File: src/pkg/hpsr_consts.vh
`ifndef HPSR_CONSTS_VH
`define HPSR_CONSTS_VH
// ----------------------------------------
// bus styles and field widths
// ----------------------------------------
`define HPSR_STYLE_MOT_MUX     3'h1
`define HPSR_STYLE_MOT_NONMUX  3'h2
`define HPSR_STYLE_RDWR_MUX    3'h4
`define HPSR_ADDR_W            8
`define HPSR_DATA_W            16
`define HPSR_BYTE_W            8
// ----------------------------------------
// access states (one-hot)
// ----------------------------------------
`define HPSR_ST_IDLE           4'h1
`define HPSR_ST_READ           4'h2
`define HPSR_ST_WRITE          4'h4
`define HPSR_ST_ACK            4'h8
// ----------------------------------------
// timing
// ----------------------------------------
`define HPSR_CLK_PERIOD_NS     50
`define HPSR_RESET_MIN_NS      100
`define HPSR_RESET_MIN_CYC     ((`HPSR_RESET_MIN_NS + `HPSR_CLK_PERIOD_NS - 1) / `HPSR_CLK_PERIOD_NS)
`define HPSR_ZERO8             8'h00
`define HPSR_ZERO16            16'h0000
`endif

File: src/rtl/hpsr_sync2.v
`timescale 1ns/1ns
// ----------------------------------------
// two-stage synchroniser, one per bit
// ----------------------------------------
module hpsr_sync2 #(
    parameter W = 1
) (
    input  wire         clk,
    input  wire         reset,
    input  wire         ce,
    input  wire [W-1:0] din,
    output reg  [W-1:0] dout
);
    reg [W-1:0] meta_q;

    always @(posedge clk or posedge reset) begin
        if (reset) begin
            meta_q <= {W{1'b0}};
            dout   <= {W{1'b0}};
        end else if (ce) begin
            meta_q <= din;
            dout   <= meta_q;
        end
    end
endmodule // hpsr_sync2

File: src/rtl/hpsr_host_port.v
// Behaviour
// RULE1: reset clears all counters and registers; the reset pin leaves mem_addr and mem_wdata holding their values
// RULE2: reset floats serial outputs and data
// RULE3: host holds reset low at least 100ns
// RULE4: non-multiplexed uses dedicated address inputs
// RULE5: multiplexed strobe active high with select
// RULE6: non-multiplexed strobe active low with select
// RULE7: read strobe low drives both bytes
// RULE8: read/write input sets direction
// RULE9: write strobe low makes low byte input
// RULE10: mode input high means multiplexed
// RULE11: port active only with chip select
// RULE12: multiplexed address latched from low byte
// RULE13: acknowledge drives high then releases
// RULE14: no access or acknowledge during reset
`timescale 1ns/1ns
`include "hpsr_consts.vh"
module hpsr_host_port (
    clk,
    reset,
    ce,
    reset_n_pin,
    chip_select_n,
    host_interface_mode_select,
    rdwr_style_select,
    data_strobe_or_read_strobe,
    read_write_or_write_strobe,
    address_latch_strobe,
    direct_address_inputs,
    low_data_byte_lines_in,
    low_data_byte_lines_out,
    low_data_byte_lines_oe,
    high_data_byte_lines_in,
    high_data_byte_lines_out,
    high_data_byte_lines_oe,
    transfer_acknowledge_out,
    transfer_acknowledge_oe,
    serial_output_streams_oe,
    device_reset,
    mem_addr,
    mem_wr,
    mem_wdata,
    mem_rd,
    mem_rdata
);
    input  wire        clk;
    input  wire        reset;
    input  wire        ce;
    input  wire        reset_n_pin;
    input  wire        chip_select_n;
    input  wire        host_interface_mode_select;
    input  wire        rdwr_style_select;
    input  wire        data_strobe_or_read_strobe;
    input  wire        read_write_or_write_strobe;
    input  wire        address_latch_strobe;
    input  wire [7:0]  direct_address_inputs;
    input  wire [7:0]  low_data_byte_lines_in;
    output wire [7:0]  low_data_byte_lines_out;
    output wire        low_data_byte_lines_oe;
    input  wire [7:0]  high_data_byte_lines_in;
    output wire [7:0]  high_data_byte_lines_out;
    output wire        high_data_byte_lines_oe;
    output wire        transfer_acknowledge_out;
    output wire        transfer_acknowledge_oe;
    output wire        serial_output_streams_oe;
    output wire        device_reset;
    output reg  [7:0]  mem_addr;
    output reg         mem_wr;
    output reg  [15:0] mem_wdata;
    output reg         mem_rd;
    input  wire [15:0] mem_rdata;

    // ----------------------------------------
    // pin synchronisers
    // ----------------------------------------
    wire [30:0] sync_o;
    hpsr_sync2 #(.W(31)) u_sync (
        .clk   (clk),
        .reset (reset),
        .ce    (ce),
        .din   ({reset_n_pin, chip_select_n, host_interface_mode_select, rdwr_style_select,
                 data_strobe_or_read_strobe, read_write_or_write_strobe, address_latch_strobe,
                 direct_address_inputs, low_data_byte_lines_in, high_data_byte_lines_in}),
        .dout  (sync_o)
    );
    wire       rst_n_s = sync_o[30];
    wire       cs_n_s  = sync_o[29];
    wire       mode_s  = sync_o[28];
    wire       rdwr_s  = sync_o[27];
    wire       stb_s   = sync_o[26];
    wire       rw_s    = sync_o[25];
    wire       latch_s = sync_o[24];
    wire [7:0] adr_s   = sync_o[23:16];
    wire [7:0] lo_s    = sync_o[15:8];
    wire [7:0] hi_s    = sync_o[7:0];

    // ----------------------------------------
    // device reset held while the pin is low
    // ----------------------------------------
    // the pin is filtered by the synchroniser; the host must keep it low long enough
    reg dev_rst_q;
    always @(posedge clk or posedge reset) begin
        if (reset) begin
            dev_rst_q <= 1'b1;
        end else if (ce) begin
            dev_rst_q <= ~rst_n_s; // RULE3
        end
    end
    assign device_reset = dev_rst_q | reset;

    // ----------------------------------------
    // strobe decode
    // ----------------------------------------
    wire sel = ~cs_n_s & ~device_reset; // RULE11 RULE14
    wire mux = mode_s; // RULE10
    wire [2:0] style = ~mux ? `HPSR_STYLE_MOT_NONMUX :
                       (rdwr_s ? `HPSR_STYLE_RDWR_MUX : `HPSR_STYLE_MOT_MUX);
    reg  acc_rd;
    reg  acc_wr;
    always @* begin
        acc_rd = 1'b0;
        acc_wr = 1'b0;
        case (style)
            `HPSR_STYLE_MOT_MUX: begin
                acc_rd = sel & stb_s & rw_s; // RULE5 RULE8
                acc_wr = sel & stb_s & ~rw_s; // RULE5 RULE8
            end
            `HPSR_STYLE_MOT_NONMUX: begin
                acc_rd = sel & ~stb_s & rw_s; // RULE6 RULE8
                acc_wr = sel & ~stb_s & ~rw_s; // RULE6 RULE8
            end
            `HPSR_STYLE_RDWR_MUX: begin
                acc_rd = sel & ~stb_s; // RULE7
                acc_wr = sel & ~rw_s & stb_s; // RULE9
            end
            default: begin
                acc_rd = 1'b0;
                acc_wr = 1'b0;
            end
        endcase
    end

    // ----------------------------------------
    // access sequencer
    // ----------------------------------------
    reg [3:0]  state_q;
    reg [7:0]  lat_addr_q;
    reg [15:0] rdata_q;
    reg        drive_q;
    reg        ack_q;
    reg        ack_oe_q;
    wire [7:0] cur_addr = mux ? lat_addr_q : adr_s; // RULE4 RULE12

    always @(posedge clk or posedge reset) begin
        if (reset) begin
            state_q    <= `HPSR_ST_IDLE;
            lat_addr_q <= `HPSR_ZERO8;
            rdata_q    <= `HPSR_ZERO16;
            drive_q    <= 1'b0;
            ack_q      <= 1'b0;
            ack_oe_q   <= 1'b0;
            mem_addr   <= `HPSR_ZERO8;
            mem_wr     <= 1'b0;
            mem_wdata  <= `HPSR_ZERO16;
            mem_rd     <= 1'b0;
        end else if (ce) begin
            mem_wr <= 1'b0;
            mem_rd <= 1'b0;
            if (dev_rst_q) begin
                state_q    <= `HPSR_ST_IDLE; // RULE1 RULE14
                lat_addr_q <= `HPSR_ZERO8;
                rdata_q    <= `HPSR_ZERO16;
                drive_q    <= 1'b0;
                ack_q      <= 1'b0;
                ack_oe_q   <= 1'b0;
            end else begin
                if (mux && latch_s && !cs_n_s) begin
                    lat_addr_q <= lo_s; // RULE12
                end
                case (state_q)
                    `HPSR_ST_IDLE: begin
                        ack_q    <= 1'b0;
                        ack_oe_q <= 1'b0;
                        if (acc_rd) begin
                            mem_addr <= cur_addr;
                            mem_rd   <= 1'b1;
                            state_q  <= `HPSR_ST_READ;
                        end else if (acc_wr) begin
                            mem_addr  <= cur_addr;
                            mem_wr    <= 1'b1;
                            // the read/write-strobe style takes only the low byte and writes zero to the high byte
                            mem_wdata <= (style == `HPSR_STYLE_RDWR_MUX) ? {`HPSR_ZERO8, lo_s} : {hi_s, lo_s}; // RULE9
                            state_q   <= `HPSR_ST_WRITE;
                        end
                    end
                    `HPSR_ST_READ: begin
                        rdata_q <= mem_rdata;
                        drive_q <= 1'b1;
                        if (!acc_rd) begin
                            state_q <= `HPSR_ST_ACK;
                        end
                    end
                    `HPSR_ST_WRITE: begin
                        if (!acc_wr) begin
                            state_q <= `HPSR_ST_ACK;
                        end
                    end
                    `HPSR_ST_ACK: begin
                        drive_q  <= 1'b0;
                        ack_q    <= 1'b1; // RULE13
                        ack_oe_q <= 1'b1;
                        state_q  <= `HPSR_ST_IDLE;
                    end
                    default: begin
                        state_q <= `HPSR_ST_IDLE;
                    end
                endcase
            end
        end
    end

    // ----------------------------------------
    // pad drivers
    // ----------------------------------------
    // drivers gated combinationally by reset so the pins float without waiting a clock
    wire drv = drive_q & acc_rd & ~device_reset; // RULE2 RULE7 RULE8
    assign low_data_byte_lines_out  = rdata_q[7:0];
    assign high_data_byte_lines_out = rdata_q[15:8];
    assign low_data_byte_lines_oe   = drv;
    assign high_data_byte_lines_oe  = drv;
    assign transfer_acknowledge_out = ack_q;
    assign transfer_acknowledge_oe  = ack_oe_q & ~device_reset; // RULE13 RULE14
    assign serial_output_streams_oe = ~device_reset; // RULE2
endmodule // hpsr_host_port

File: config.mk
export PLATFORM = sky130hd
export DESIGN_NAME = hpsr_host_port
export DESIGN_NICKNAME = d
export VERILOG_FILES = /design/src/rtl/hpsr_sync2.v /design/src/rtl/hpsr_host_port.v
export VERILOG_INCLUDE_DIRS = /design/src /design/src/pkg
export SDC_FILE = /design/constraint.sdc
export NUM_CORES = 1
export LEC_CHECK = 0
export BUFFER_PORTS_ARGS = -buffer_cell sky130_fd_sc_hd__buf_2
export CAP_MARGIN = 20
export CORE_MARGIN = 10
export CORE_UTILIZATION = 49
export CTS_CLUSTER_DIAMETER = 60
export CTS_CLUSTER_SIZE = 8
export DETAILED_ROUTE_END_ITERATION = 8
export PLACE_DENSITY = 0.75
export SYNTH_ARGS = -nofsm -noshare
export SYNTH_HDL_FRONTEND = slang
export SYNTH_SLANG_ARGS = --single-unit
export TNS_END_PERCENT = 1
File: constraint.sdc
create_clock -name clk -period 3.5 [get_ports clk]
set_clock_uncertainty 0.15 [all_clocks]
set_input_delay 0.35 -clock clk [delete_from_list [all_inputs] [get_ports clk]]
set_output_delay 0.35 -clock clk [all_outputs]
set_load 0.1 [all_outputs]
==> results.cfg <==
[run_status]
outcome = complete, no violations

[cts]
numCtsBuffers = 17
h-tree-depth = 4
clock_latency_ns = 0.51
cts_tree = built
cts_buffer_depth = 2
cts.sinks = 119
cts-root-buf = clkbuf_8
cts.clk_slew.worst_paths_ns = 0.05

[worst_setup_path]
r2r_start = u_sync.dout[28]
cp.arrival_ns = 2.48
path_class = flip-flop to output port
startpoint = u_sync.dout[28]
start_kind = flip-flop
cp-end-kind = output port
cp_max_fo = 17
crit_required_ns = 3.00

[placed_design]
dpl_cell_area_um2 = 5470
post-dp-hpwl_um = 7160
io_buffer_count = 97
place_congestion = 0.812

[route]
ant_nets = 0
via_count = 3269
viasPerCell = 5.14
drtIter0Drc = 239
drc = 0
wl_um = 11000
drt-pass1-iter-count = 4
avgRoutedWirePerCell_um = 17.3

[cells_and_area]
n_antenna_cell = 0
fin_nets = 540
final_cell_area_um2 = 6520
layout-drive-gt1-share = 0.449
nFillCells = 718
area_growth_pct = 32.7

[global_route]
grt_pass1_wl_um = 18800
grt_pass1_vias = 3623
grt_start_max_net_pins = 93
antenna_found_initial = 0
grt-ovfl-total = 0
grt_usage = 0.163

[worst_hold_path]
hp-class = input port to flip-flop
min_from = ce

[die]
start_util = 0.503
fp.dieArea_um2 = 14400
die_w_um = 120
die_h_um = 120
coreArea_um2 = 9770
std_cell_rows = 36
io_pins = 98

[synth]
synth-seq-area-share = 0.606
yosysWarnings = 0
syn_area_um2 = 4920
avgSynthCellArea_um2 = 14.3
syn_nets = 394
yosysTopAreaCell = dfrtp_1
synth_area_leaders = dfrtp_1, mux2_2, a22o_1, mux2i_1, a21oi_2
syn_inst = 344
synth_top_area_frac = 0.596
ys_seq_elements = 119
synth.distinct_cells = 49

[sta]
slew_violations = 0
slew_headroom = 0.568
fmax_ghz = 0.336
finalCritPeriodShare = 0.851
finalSetupViolCount = 0
tightest_slew_ns = 0.647
finalSetupTns_ns = 0
period_needed_ns = 2.98
hold_viol = 0
rsz0062_at_grt = false

[run]
maxCapViolCount = 0

[power_and_ir_drop]
p_leak_nw = 3.09
p_per_area_nw_per_um2 = 766
ir_drop_mv = 0.996
-- layer usage --
metal | global-route usage | share of wire
met5 | 0 | 0
met4 | 0.0611 | 0.012
met3 | 0.0534 | 0.044
met2 | 0.269 | 0.51
met1 | 0.194 | 0.43
-- sequential cells by signal, indices dropped and copies added (netlist names) --
register / count
mem_wr: 1
state_q: 4
lat_addr_q: 8
u_sync.meta_q: 31
u_sync.dout: 31
mem_rd: 1
drive_q: 1
mem_addr: 8
ack_oe_q: 1
rdata_q: 16
dev_rst_q: 1
mem_wdata: 16
-- final timing paths --
check | to | cells past startpoint | slack [ns]
min in group asynchronous | mem_wr | 3 | 0.39
setup / recovery | high_data_byte_lines_oe | 5 | 0.52
hold / removal | dev_rst_q | 3 | 0.17
max in group asynchronous | mem_wdata[11] | 4 | 1.96
hold reg to reg | dev_rst_q | 1 | 0.26
setup reg to reg | state_q[3] | 4 | 1.11
-- metrics by stage --
stage                     hold slack, ns  std cells   util  setup WS [ns]  power [mW]
after floorplan                    0.233        344      -          0.193        3.07
after global placement             0.245        555  0.560           1.14        3.33
after detailed placement           0.250        555  0.560           1.07        3.36
after CTS                          0.129        635  0.667          0.512        5.05
after global routing               0.179        636  0.667          0.393        5.20
final                              0.171        636  0.667          0.523        5.00
-- synthesized netlist by cell type, drive strengths merged --
cell type  number
nand2          19
o21ai          13
or3             1
o31ai           1
and2            4
inv             6
nor2            4
o311ai          1
o21ba           1
nor4bb          1
nand3           1
nor3b           3
mux2           71
clkbuf          2
a21bo           1
nor4            2
a21oi          19
nand2b          1
a22o           26
dfstp           2
or4             2
and3b           1
a211oi          1
mux2i           8
a22oi           1
nand4           1
o2bb2ai         1
a2bb2oi         1
dfrtp         117
nor4b           2
nor3            3
o211ai          2
a21o            2
xnor2           2
buf            20
and4b           1
-- area by class of cell --
| class | instances | area [µm²] | area share |
|---|---|---|---|
| clock inverter | 12 | 128 | 0.0196 |
| clock buffer | 20 | 435 | 0.0668 |
| sequential | 119 | 2980 | 0.457 |
| tap | 133 | 166 | 0.0255 |
| timing repair buffer | 149 | 1010 | 0.155 |
| multi-input combinational | 197 | 1780 | 0.273 |
| inverter | 6 | 26.3 | 0.00403 |
-- logic make-up (layout without fill, tap and decap cells) --
kind of cell,Yosys count,after routing,share of synthesized area
muxes,79,79,0.180
and+or+nand+nor,46,46,0.0674
buffers and inverters,28,187,0.0321
AOI/OAI and AO/OA,70,70,0.111
xor gates and xnor gates,2,2,0.00356
DFF,119,119,0.606
-- cell usage in the layout, fill, tap and decap left out, types with 2 or more instances in the layout --
cell type      netlist  final
a21oi_1             10     10
xnor2_1              2      2
clkinvlp_4           0      5
clkinv_2             0      4
mux2i_1              8      8
buf_2               11     97
bufinv_16            0      2
a21oi_2              9      9
and2_1               3      3
clkbuf_16            0     16
inv_1                5      4
or4_1                2      2
clkbuf_1             2      2
nor4b_4              2      2
a22o_1              26     26
dfstp_2              2      2
o21ai_0             11     11
nor3_1               3      3
nor2_1               4      4
clkbuf_8             0      2
buf_4                2      3
dlygate4sd3_1        0     48
nor3b_1              2      2
mux2_2              69     69
dfrtp_1            117    117
o21ai_1              2      2
a21o_1               2      2
nand2_1             19     19
-- timing repair --
item | in CTS | in global routing
hold endpoints to repair | 74 | 0
resized for setup | 0 | 0
endpoints found under the setup margin | 0 | 0
hold buffers | 48 | 0
setup buffers | 0 | 0
-- report_power, final --
part           leakage (nW)  internal, mW  switching, mW
Sequential             1.49          1.61          0.172
Clock                 0.267          1.03          0.597
Combinational          1.33         0.351           1.24
-- worst max-delay path: stages (launching register included) --
cell	delay (ns)
dfrtp_1	0.75
and4b_1	0.35
nor3_1	0.06
nor2_1	0.20
and2_1	0.18
buf_2	0.43
No activity file was read; power rests on OpenSTA's default activity.
